==> src/hw/micro_seq_defines.vh <==
`ifndef MICRO_SEQ_DEFINES_VH
`define MICRO_SEQ_DEFINES_VH

// ----------------------------------------------------------------
// Register byte offsets
// ----------------------------------------------------------------
`define OFS_CTRL      8'h00
`define OFS_MAR       8'h04
`define OFS_MIR       8'h08
`define OFS_LATCH     8'h0c
`define OFS_SAVED     8'h10
`define OFS_FA        8'h14
`define OFS_FL        8'h18
`define OFS_STATUS    8'h1c

// ----------------------------------------------------------------
// Control fields and reset values
// ----------------------------------------------------------------
`define CTRL_RUN_BIT  0
`define CTRL_CPU_LO   1
`define CTRL_CPU_HI   2
`define CPU_DECIMAL   2'h1
`define CTRL_RESET    32'h00000000
`define MAR_RESET     24'h000000

// ----------------------------------------------------------------
// Micro word fields
// ----------------------------------------------------------------
`define OP_HI         15
`define OP_LO         12
`define OP_CLR_BR     4'h4
`define OP_SET_BR     4'h5
`define OP_SKIP       4'h6
`define OP_XFER       4'h7
`define SRC_HI        11
`define SRC_LO        8
`define SRC_DECIMAL   4'hf
`define DISP_SIGN     4
`define XFER_DOWN     5
`define XFER_FA_EN    4
`define XFER_FL_EN    3
`define XFER_DEC      2

// ----------------------------------------------------------------
// Timing in S periods and address step
// ----------------------------------------------------------------
`define FIN_S_SHORT   3'h1
`define FIN_S_DEC     3'h2
`define FIN_S_XFER    3'h7
`define XFER_S_START  3'h3
`define ADDR_STEP     24'h000010
`define XFER_MAX_BITS 5'h18
`define SKIP_TABLE    8'ha6

`endif

==> src/hw/micro_branch_skip_sequencer.v <==
// Function
// RULE_01 - Clear-bit micro branches on tested bit zero, set-bit micro on one
// RULE_02 - Selected nibble feeds selector; opcode bits 6 and 5 pick the bit
// RULE_03 - Taken branch flag blocks latch read at finish, loading a NO-OP
// RULE_04 - During the two-clock NO-OP the target micro is fetched
// RULE_05 - Taken branch suppresses the normal 16-position address step
// RULE_06 - Zero displacement branch still re-fetches the in-line micro
// RULE_07 - Opcode bit four set subtracts displacement, clear adds it
// RULE_08 - No branch: address steps, next micro loads at finish
// RULE_09 - Target address loads end of S1; target micro loads at NO-OP finish
// RULE_10 - Decimal source: test micros take 3 or 5 clocks, finish at S2
// RULE_11 - Skip micro takes 2/3 clocks, plus 2-clock NO-OP when skipping
// RULE_12 - Skip compares nibble to mask bits 3..0, qualified by variant
// RULE_13 - Fetch latch captures store data mid-period while fetch set S0/S1
// RULE_14 - Each skip micro finish advances address by 16 positions
// RULE_15 - Discrete source of skip micro keeps source enable through T3
// RULE_16 - Decimal skip sources X and Y; fetch cleared at end of S1
// RULE_17 - Skip flag set at period edge, blocks latch read at finish
// RULE_18 - During a skip, increments and fetches continue unchanged
// RULE_19 - Transfer micro always 32-bit store access, at most 24 bits moved
// RULE_20 - Transfer opcode bit five selects upward or downward access
// RULE_21 - Transfer micro lasts 8 clocks, optionally stepping FA and FL
// RULE_22 - At S0 address goes to write buffer, at T1 into saved register
// RULE_23 - Forced NO-OP is all zeros into the instruction register
// RULE_24 - Displacement applies at address bits 7..4, fifteen micros each way
// RULE_25 - Skip variant decode is a parameterised table
//
// The register offsets and the AXI4-Lite interface to the registers are this design's own decisions.
`timescale 1ns/100ps
`include "micro_seq_defines.vh"

module micro_branch_skip_sequencer #(
  parameter [7:0] SKIP_TABLE = `SKIP_TABLE
) (
  input  wire        clk_in,
  input  wire        reset_in,
  input  wire [7:0]  s_axi_awaddr_in,
  input  wire        s_axi_awvalid_in,
  output reg         s_axi_awready_out,
  input  wire [31:0] s_axi_wdata_in,
  input  wire [3:0]  s_axi_wstrb_in,
  input  wire        s_axi_wvalid_in,
  output reg         s_axi_wready_out,
  output reg  [1:0]  s_axi_bresp_out,
  output reg         s_axi_bvalid_out,
  input  wire        s_axi_bready_in,
  input  wire [7:0]  s_axi_araddr_in,
  input  wire        s_axi_arvalid_in,
  output reg         s_axi_arready_out,
  output reg  [31:0] s_axi_rdata_out,
  output reg  [1:0]  s_axi_rresp_out,
  output reg         s_axi_rvalid_out,
  input  wire        s_axi_rready_in,
  input  wire [15:0] store_data_in,
  input  wire [3:0]  source_nibble_in,
  output reg  [23:0] store_addr_out,
  output reg         store_read_out,
  output reg         source_enable_out,
  output reg         xy_source_out,
  output reg         xfer_active_out,
  output reg         xfer_down_out,
  output reg  [4:0]  xfer_bits_out
);

  // ----------------------------------------------------------------
  // Sequencer state
  // ----------------------------------------------------------------
  reg  [31:0] ctrl_r;
  reg  [23:0] mar_r;
  reg  [15:0] mir_r;
  reg  [15:0] latch_r;
  reg  [23:0] lwb_r;
  reg  [23:0] saved_r;
  reg  [23:0] fa_r;
  reg  [23:0] fl_r;
  reg  [2:0]  s_cnt_r;
  reg         phase_r;
  reg         fetch_r;
  reg         branch_r;
  reg         skip_r;

  wire        run       = ctrl_r[`CTRL_RUN_BIT];
  wire [3:0]  op        = mir_r[`OP_HI:`OP_LO];
  wire [3:0]  src_sel   = mir_r[`SRC_HI:`SRC_LO];
  wire        is_br     = (op == `OP_CLR_BR) || (op == `OP_SET_BR);
  wire        is_skip   = (op == `OP_SKIP);
  wire        is_test   = is_br || is_skip;
  wire        is_xfer   = (op == `OP_XFER);
  wire        decimal   = (src_sel == `SRC_DECIMAL) &&
                          (ctrl_r[`CTRL_CPU_HI:`CTRL_CPU_LO] == `CPU_DECIMAL);
  wire        discrete  = src_sel[3] && (src_sel != `SRC_DECIMAL);
  wire        end_s     = run && phase_r;
  wire        tested    = source_nibble_in[mir_r[6:5]];             // RULE_02
  wire        br_taken  = (op == `OP_SET_BR) ? tested : !tested;    // RULE_01
  wire        mask_eq   = (source_nibble_in == mir_r[3:0]);         // RULE_12
  wire        skip_hit  = SKIP_TABLE[{mir_r[5:4], mask_eq}];        // RULE_25
  reg  [2:0]  fin_s;
  wire        finish    = end_s && (s_cnt_r == fin_s);
  wire        lrd_en    = finish && !branch_r && !skip_r;           // RULE_03
  wire [23:0] disp      = {16'h0000, mir_r[3:0], 4'h0};             // RULE_24
  wire [23:0] target    = mir_r[`DISP_SIGN] ? mar_r - disp          // RULE_07
                                            : mar_r + disp;
  wire [23:0] fa_step   = mir_r[`XFER_DEC] ? fa_r - 24'h000001
                                           : fa_r + 24'h000001;
  wire [23:0] fl_step   = mir_r[`XFER_DEC] ? fl_r - 24'h000001
                                           : fl_r + 24'h000001;

  always @* begin
    if (is_test && decimal) begin
      fin_s = `FIN_S_DEC;                                           // RULE_10
    end else if (is_xfer) begin
      fin_s = `FIN_S_XFER;                                          // RULE_21
    end else begin
      fin_s = `FIN_S_SHORT;                                         // RULE_11
    end
  end

  // ----------------------------------------------------------------
  // Bus decode helpers
  // ----------------------------------------------------------------
  reg  [7:0]  aw_addr_r;
  reg  [31:0] w_data_r;
  reg  [3:0]  w_strb_r;
  reg         aw_full_r;
  reg         w_full_r;
  wire        do_write  = aw_full_r && w_full_r && !s_axi_bvalid_out;
  wire        wr_ctrl   = do_write && (aw_addr_r == `OFS_CTRL);
  wire        wr_mar    = do_write && (aw_addr_r == `OFS_MAR);
  wire        wr_fa     = do_write && (aw_addr_r == `OFS_FA);
  wire        wr_fl     = do_write && (aw_addr_r == `OFS_FL);

  function [31:0] merge;
    input [31:0] old;
    input [31:0] nw;
    input [3:0]  strb;
    integer      i;
    begin
      merge = old;
      for (i = 0; i < 4; i = i + 1) begin
        if (strb[i]) begin
          merge[i*8 +: 8] = nw[i*8 +: 8];
        end
      end
    end
  endfunction

  wire [31:0] ctrl_w = merge(ctrl_r, w_data_r, w_strb_r);
  wire [31:0] mar_w  = merge({8'h00, mar_r}, w_data_r, w_strb_r);
  wire [31:0] fa_w   = merge({8'h00, fa_r}, w_data_r, w_strb_r);
  wire [31:0] fl_w   = merge({8'h00, fl_r}, w_data_r, w_strb_r);

  // ----------------------------------------------------------------
  // Period timing, flags and micro flow
  // ----------------------------------------------------------------
  always @(posedge clk_in) begin
    if (reset_in) begin
      ctrl_r   <= `CTRL_RESET;
      mar_r    <= `MAR_RESET;
      mir_r    <= 16'h0000;
      latch_r  <= 16'h0000;
      lwb_r    <= 24'h000000;
      saved_r  <= 24'h000000;
      fa_r     <= 24'h000000;
      fl_r     <= 24'h000000;
      s_cnt_r  <= 3'h0;
      phase_r  <= 1'b0;
      fetch_r  <= 1'b1;
      branch_r <= 1'b0;
      skip_r   <= 1'b0;
    end else begin
      if (wr_ctrl) begin
        ctrl_r <= ctrl_w;
      end
      // Software may only move the address while the sequencer is stopped
      if (wr_mar && !run) begin
        mar_r <= mar_w[23:0];
      end
      if (run) begin
        phase_r <= !phase_r;
      end
      if (end_s) begin
        s_cnt_r <= finish ? 3'h0 : s_cnt_r + 3'h1;
      end
      // Capture while fetch is set, on the mid-period edge; the last
      // capture is the one closest to T3 when the store data settles
      if (run && !phase_r && fetch_r) begin
        latch_r <= store_data_in;                                   // RULE_13
      end
      if (end_s && s_cnt_r == 3'h1) begin
        fetch_r <= 1'b0;                                            // RULE_16
      end
      if (end_s && s_cnt_r == 3'h0 && is_br && br_taken) begin
        branch_r <= 1'b1;
      end
      if (end_s && s_cnt_r == 3'h0 && is_skip && skip_hit) begin
        skip_r <= 1'b1;                                             // RULE_17
      end
      if (end_s && s_cnt_r == 3'h1 && branch_r) begin
        mar_r <= target;                                            // RULE_09
      end
      if (run && !phase_r && s_cnt_r == 3'h0 && is_xfer) begin
        lwb_r <= mar_r;                                             // RULE_22
      end
      if (end_s && s_cnt_r == 3'h0 && is_xfer) begin
        saved_r <= lwb_r;                                           // RULE_22
      end
      if (finish) begin
        // Every micro ends by starting the next fetch, even a NO-OP
        fetch_r  <= 1'b1;                                           // RULE_04
        branch_r <= 1'b0;
        skip_r   <= 1'b0;
        if (lrd_en) begin
          mir_r <= latch_r;                                         // RULE_08
        end else begin
          mir_r <= 16'h0000;                                        // RULE_23
        end
        if (!branch_r) begin
          mar_r <= mar_r + `ADDR_STEP;                       // RULE_14 RULE_18
        end
        if (is_xfer && mir_r[`XFER_FA_EN]) begin
          fa_r <= fa_step;                                          // RULE_21
        end
        if (is_xfer && mir_r[`XFER_FL_EN]) begin
          fl_r <= fl_step;                                          // RULE_21
        end
      end
      if (wr_fa && !run) begin
        fa_r <= fa_w[23:0];
      end
      if (wr_fl && !run) begin
        fl_r <= fl_w[23:0];
      end
    end
  end
  // A taken branch skips the address step at finish; RULE_05 RULE_06

  // ----------------------------------------------------------------
  // Pin outputs
  // ----------------------------------------------------------------
  wire src_on = run && is_test &&
                ((s_cnt_r == 3'h0) ||
                 (s_cnt_r == 3'h1 && (!phase_r ||
                                      (is_skip && discrete))));     // RULE_15

  always @(posedge clk_in) begin
    if (reset_in) begin
      store_addr_out    <= `MAR_RESET;
      store_read_out    <= 1'b0;
      source_enable_out <= 1'b0;
      xy_source_out     <= 1'b0;
      xfer_active_out   <= 1'b0;
      xfer_down_out     <= 1'b0;
      xfer_bits_out     <= 5'h00;
    end else begin
      store_addr_out    <= mar_r;
      store_read_out    <= run && fetch_r;
      source_enable_out <= src_on;
      xy_source_out     <= src_on && decimal;                       // RULE_16
      // Store access is always a full 32-bit cycle; width caps the move
      xfer_active_out   <= run && is_xfer &&
                           (s_cnt_r >= `XFER_S_START);              // RULE_19
      xfer_down_out     <= is_xfer && mir_r[`XFER_DOWN];            // RULE_20
      xfer_bits_out     <= (fl_r > {19'h00000, `XFER_MAX_BITS}) ?
                           `XFER_MAX_BITS : fl_r[4:0];              // RULE_19
    end
  end

  // ----------------------------------------------------------------
  // AXI4-Lite slave
  // ----------------------------------------------------------------
  reg [31:0] rd_mux;
  reg        rd_ok;

  always @* begin
    rd_ok  = 1'b1;
    rd_mux = 32'h00000000;
    case (s_axi_araddr_in)
      `OFS_CTRL:   rd_mux = ctrl_r;
      `OFS_MAR:    rd_mux = {8'h00, mar_r};
      `OFS_MIR:    rd_mux = {16'h0000, mir_r};
      `OFS_LATCH:  rd_mux = {16'h0000, latch_r};
      `OFS_SAVED:  rd_mux = {8'h00, saved_r};
      `OFS_FA:     rd_mux = {8'h00, fa_r};
      `OFS_FL:     rd_mux = {8'h00, fl_r};
      `OFS_STATUS: rd_mux = {24'h000000, s_cnt_r, phase_r,
                             fetch_r, skip_r, branch_r, run};
      default:     rd_ok  = 1'b0;
    endcase
  end

  wire wr_known = (aw_addr_r[7:5] == 3'h0) && (aw_addr_r[1:0] == 2'h0);

  always @(posedge clk_in) begin
    if (reset_in) begin
      aw_addr_r         <= 8'h00;
      w_data_r          <= 32'h00000000;
      w_strb_r          <= 4'h0;
      aw_full_r         <= 1'b0;
      w_full_r          <= 1'b0;
      s_axi_awready_out <= 1'b1;
      s_axi_wready_out  <= 1'b1;
      s_axi_bvalid_out  <= 1'b0;
      s_axi_bresp_out   <= 2'h0;
      s_axi_arready_out <= 1'b1;
      s_axi_rvalid_out  <= 1'b0;
      s_axi_rdata_out   <= 32'h00000000;
      s_axi_rresp_out   <= 2'h0;
    end else begin
      if (s_axi_awvalid_in && s_axi_awready_out) begin
        aw_addr_r         <= s_axi_awaddr_in;
        aw_full_r         <= 1'b1;
        s_axi_awready_out <= 1'b0;
      end
      if (s_axi_wvalid_in && s_axi_wready_out) begin
        w_data_r         <= s_axi_wdata_in;
        w_strb_r         <= s_axi_wstrb_in;
        w_full_r         <= 1'b1;
        s_axi_wready_out <= 1'b0;
      end
      if (do_write) begin
        s_axi_bvalid_out <= 1'b1;
        s_axi_bresp_out  <= wr_known ? 2'h0 : 2'h2;
        aw_full_r        <= 1'b0;
        w_full_r         <= 1'b0;
      end
      if (s_axi_bvalid_out && s_axi_bready_in) begin
        s_axi_bvalid_out  <= 1'b0;
        s_axi_awready_out <= 1'b1;
        s_axi_wready_out  <= 1'b1;
      end
      if (s_axi_arvalid_in && s_axi_arready_out) begin
        s_axi_arready_out <= 1'b0;
        s_axi_rvalid_out  <= 1'b1;
        s_axi_rdata_out   <= rd_mux;
        s_axi_rresp_out   <= rd_ok ? 2'h0 : 2'h2;
      end
      if (s_axi_rvalid_out && s_axi_rready_in) begin
        s_axi_rvalid_out  <= 1'b0;
        s_axi_arready_out <= 1'b1;
      end
    end
  end

endmodule

==> config.mk <==
export PLATFORM = sky130hd
export DESIGN_NAME = micro_branch_skip_sequencer
export DESIGN_NICKNAME = d
export VERILOG_FILES = /design/src/hw/micro_branch_skip_sequencer.v
export VERILOG_INCLUDE_DIRS = /design/src /design/src/hw
export SDC_FILE = /design/constraint.sdc
export NUM_CORES = 1
export LEC_CHECK = 0
export ABC_AREA = 1
export BUFFER_PORTS_ARGS = -buffer_cell sky130_fd_sc_hd__buf_2
export CAP_MARGIN = 30
export CORE_UTILIZATION = 40
export CTS_BUF_LIST = sky130_fd_sc_hd__clkbuf_8
export DETAILED_ROUTE_END_ITERATION = 12
export GPL_TIMING_DRIVEN = 0
export PLACE_DENSITY_LB_ADDON = 0.25
export RECOVER_POWER = 25
export SYNTH_ARGS = -nofsm -noshare
export SYNTH_HDL_FRONTEND = slang
export SYNTH_SLANG_ARGS = --single-unit
==> constraint.sdc <==
create_clock -name clk_in -period 5.5 [get_ports clk_in]
set_input_delay 0.275 -clock clk_in [delete_from_list [all_inputs] [get_ports clk_in]]
set_output_delay 0.275 -clock clk_in [all_outputs]
set_load 0.05 [all_outputs]
==> results.json <==
{
  "clk_path_buf_depth": 3,
  "drt-initial-drc-count": 2021,
  "power_mw": 4.73,
  "syn_inst": 2741,
  "cp_cell_sequence": "clkbuf_1, inv_1, a21oi_1, a21oi_1, ha_1, nand2_1, inv_1, nand2_1, nor3_1, nand3_1, nand4_1, nand3_1, nand2_1, nand2_1, nor2_1",
  "cp_top_family": "buffers and inverters",
  "synth_ff_type": "dfxtp_1",
  "dp.final_hpwl_mm": 58.4,
  "syn-cell-area_um2": 17800,
  "r2r-start": "mir_r[2]",
  "drtPass1Iterations": 6,
  "antenna_found_initial": 4,
  "worstPathArrival_ns": 4.68,
  "synth_edf_count": 0,
  "vias_per_cell": 5.46,
  "num_rows": 76,
  "cts_made_buffers": 51,
  "period_share_pct": 75.4,
  "cp.buffers_inverters": 3,
  "synth-async-reset-ratio_pct": 0,
  "cts.htree.levels": 2,
  "die_width_um": 213,
  "avgSynthCellArea_um2": 6.50,
  "fin_crit_ns": 4.15,
  "p_per_area_nw_per_um2": 227,
  "cp_slowest_stage_delay_ns": 0.76,
  "place_congestion": 1.02,
  "cp_common_cell": "nand2_1",
  "final_max_slew_viol_count": 0,
  "synth_cell_types": 53,
  "maxCapViolations": 0,
  "grt_remaining_overflow": 0,
  "r2r_cells": 15,
  "routed_wl_mm": 73.2,
  "worstReg2RegEnd": "mar_r[23]",
  "die_h_um": 213,
  "dieArea_um2": 45400,
  "clock-sinks": 310,
  "antenna_left": 0,
  "final_cell_mix": "nand2_1, inv_1, dfxtp_1",
  "worst_skew_pair.late_latency_ns": 0.61,
  "cts_tree": "built",
  "grt_pass1_wl_mm": 108,
  "route.detailed.drc": 0,
  "hold_path_class": "input port to flop",
  "grt_setup_unrepaired": "no",
  "hold_viol": 0,
  "fp.coreArea_um2": 43600,
  "seq_area_frac_synth_pct": 34.8,
  "worstPathMaxFanout": 24,
  "min_to": "w_data_r[21]",
  "hold_path.startpoint": "s_axi_wdata_in[21]",
  "vias": 19800,
  "ys_ff_latch": 310,
  "synth_area_leaders": "dfxtp_1, nand2_1, a21oi_1",
  "max_freq_mhz": 241,
  "cts.clk_slew.worst_paths_ns": 0.07,
  "num_io_pins": 154,
  "peakVddDrop_mv": 0.144,
  "critPathKind": "flop to flop",
  "yosys.area.top_type": "dfxtp_1",
  "port_buffers": 150,
  "grt_usage_pct": 31.8,
  "p_leak_nw": 9.28,
  "synth_top_area_share_pct": 34.8,
  "grt_pass1_vias": 18000,
  "outcome": "complete, no violations",
  "r2r_setup_slack_ns": 1.35,
  "start_util_pct": 40.9,
  "tightest_slew_ns": 1.07,
  "end_kind": "flop",
  "grt_max_degree": 25,
  "hold_depth": 3,
  "yosys_warnings": 0,
  "max_slew_margin_pct": 28.4,
  "setup_tns_ns": 0,
  "start_kind": "flop",
  "crit_slowest_cell": "dfxtp_2",
  "areaGrowthSynthToFinish_pct": 17.0,
  "nets": 3157,
  "finalSetupViolCount": 0,
  "drive_gt1_share_pct": 7.24,
  "root_buffer": "clkbuf_8",
  "wl_per_cell_um": 20.2,
  "fin_skew_ns": 0.0264,
  "required_ns": 6.04,
  "final_common_cell": "nand2_1"
}
metal layers:
layer / GRT usage (%) / part of all wire (%) / vias up
met5: 0 / 0.018 / -
met4: 12.2 / 3.9 / 2
met3: 4.41 / 9.3 / 148
met2: 48.5 / 42 / 979
met1: 45.2 / 44 / 9129
li1: - / - / 9529
cells in the mapped netlist (3+ instances only):
master      n
a21oi_1   296
o21bai_1    4
nor2_1    217
dfxtp_1   310
or2_2       8
nand2_1   674
nand3_1   190
nand3b_1   15
nand2_4     4
nand4_1    35
inv_1     357
xor2_1     22
clkbuf_1   80
a211oi_1    3
o21ai_1    12
o221ai_1    7
buf_4       3
nand2_2     9
nor3_1     28
xnor2_1    16
buf_1       3
inv_2      10
o211ai_1    6
nor4_1      7
buf_2      11
and2_1      3
o21ai_0   256
o22ai_1    44
nor2_2      3
ha_1       70
fa_1        3
a31oi_1     9
final cells by class:
type / instances / area [µm²]
well taps: 585 / 732
multi-input cells: 1962 / 9790
plain buffers: 100 / 420
fillers: 4673 / 22700
clock inverters: 23 / 156
diodes: 1 / 2.50
flip-flops and latches: 310 / 6210
inverters: 370 / 1390
repair buffers: 210 / 1280
clock buffers: 63 / 867
stage by stage:
step | utilization, % | setup WS [ns] | hold slack [ns] | std cells | instance area, µm²
finish | 47.9 | 1.35 | 0.0168 | 3624 | 20900
detailed placement | 44.4 | 1.51 | 0.439 | 3479 | 19400
floorplan | - | 2.05 | 0.412 | 2742 | 17800
global placement | 44.3 | 0.618 | 0.433 | 3477 | 19300
CTS | 48.1 | 1.49 | 0.00385 | 3623 | 21000
global route | 47.9 | 1.11 | 0.00566 | 3623 | 20900
sequential cells by signal (all words and copies together) (netlist names), 3 cells and up:
register and cells:
saved_r 24, latch_r 16, fl_r 24, store_addr_out 24, s_axi_rdata_out 32, xfer_bits_out 5
mar_r 24, ctrl_r 32, mir_r 16, s_cnt_r 3, w_data_r 32, fa_r 24
aw_addr_r 8, w_strb_r 4, lwb_r 24
power breakdown:
group,internal [mW],switching [mW],total (mW),leakage (nW)
sequential,2.28,0.0486,2.33,2.51
clock,1.12,0.973,2.09,0.571
combinational,0.0971,0.211,0.308,6.20
total,3.50,1.23,4.73,9.28
cell families (layout without fill, tap and decap cells):
group	after synthesis	after routing	synth area share, %
and+or+nand+nor	1202	1202	28.8
AOI/OAI and AO/OA	647	647	19.0
buffers and inverters	470	766	10.2
DFF	310	310	34.8
adders and majority gates	73	73	5.25
xor gates and xnor gates	38	38	1.87
other	1	3	0.0210
what timing repair did:
| action | 4_1_cts | 5_1_grt |
|---|---|---|
| hold endpoints to repair | 61 | 0 |
| hold buffers | 58 | 0 |
| gates resized for setup | 0 | 0 |
| setup buffers | 0 | 0 |
how the worst max path moves through the flow:
stage / start / end / slack [ns] / depth (start not counted)
global route: mir_r[2] / mar_r[19] / 1.11 / 17
global placement: mir_r[2] / mar_r[17] / 0.62 / 15
finish: mir_r[2] / mar_r[23] / 1.35 / 15
CTS: mir_r[2] / mar_r[17] / 1.49 / 15
floorplan: mir_r[2] / mar_r[17] / 2.05 / 15
detailed placement: mir_r[2] / mar_r[17] / 1.51 / 15
worst min-delay path, cell delays in order:
cell and delay (ns):
buf_2 0.11, o21ai_0 0.09, a21oi_1 0.11
(Power assumes the default switching activity.)
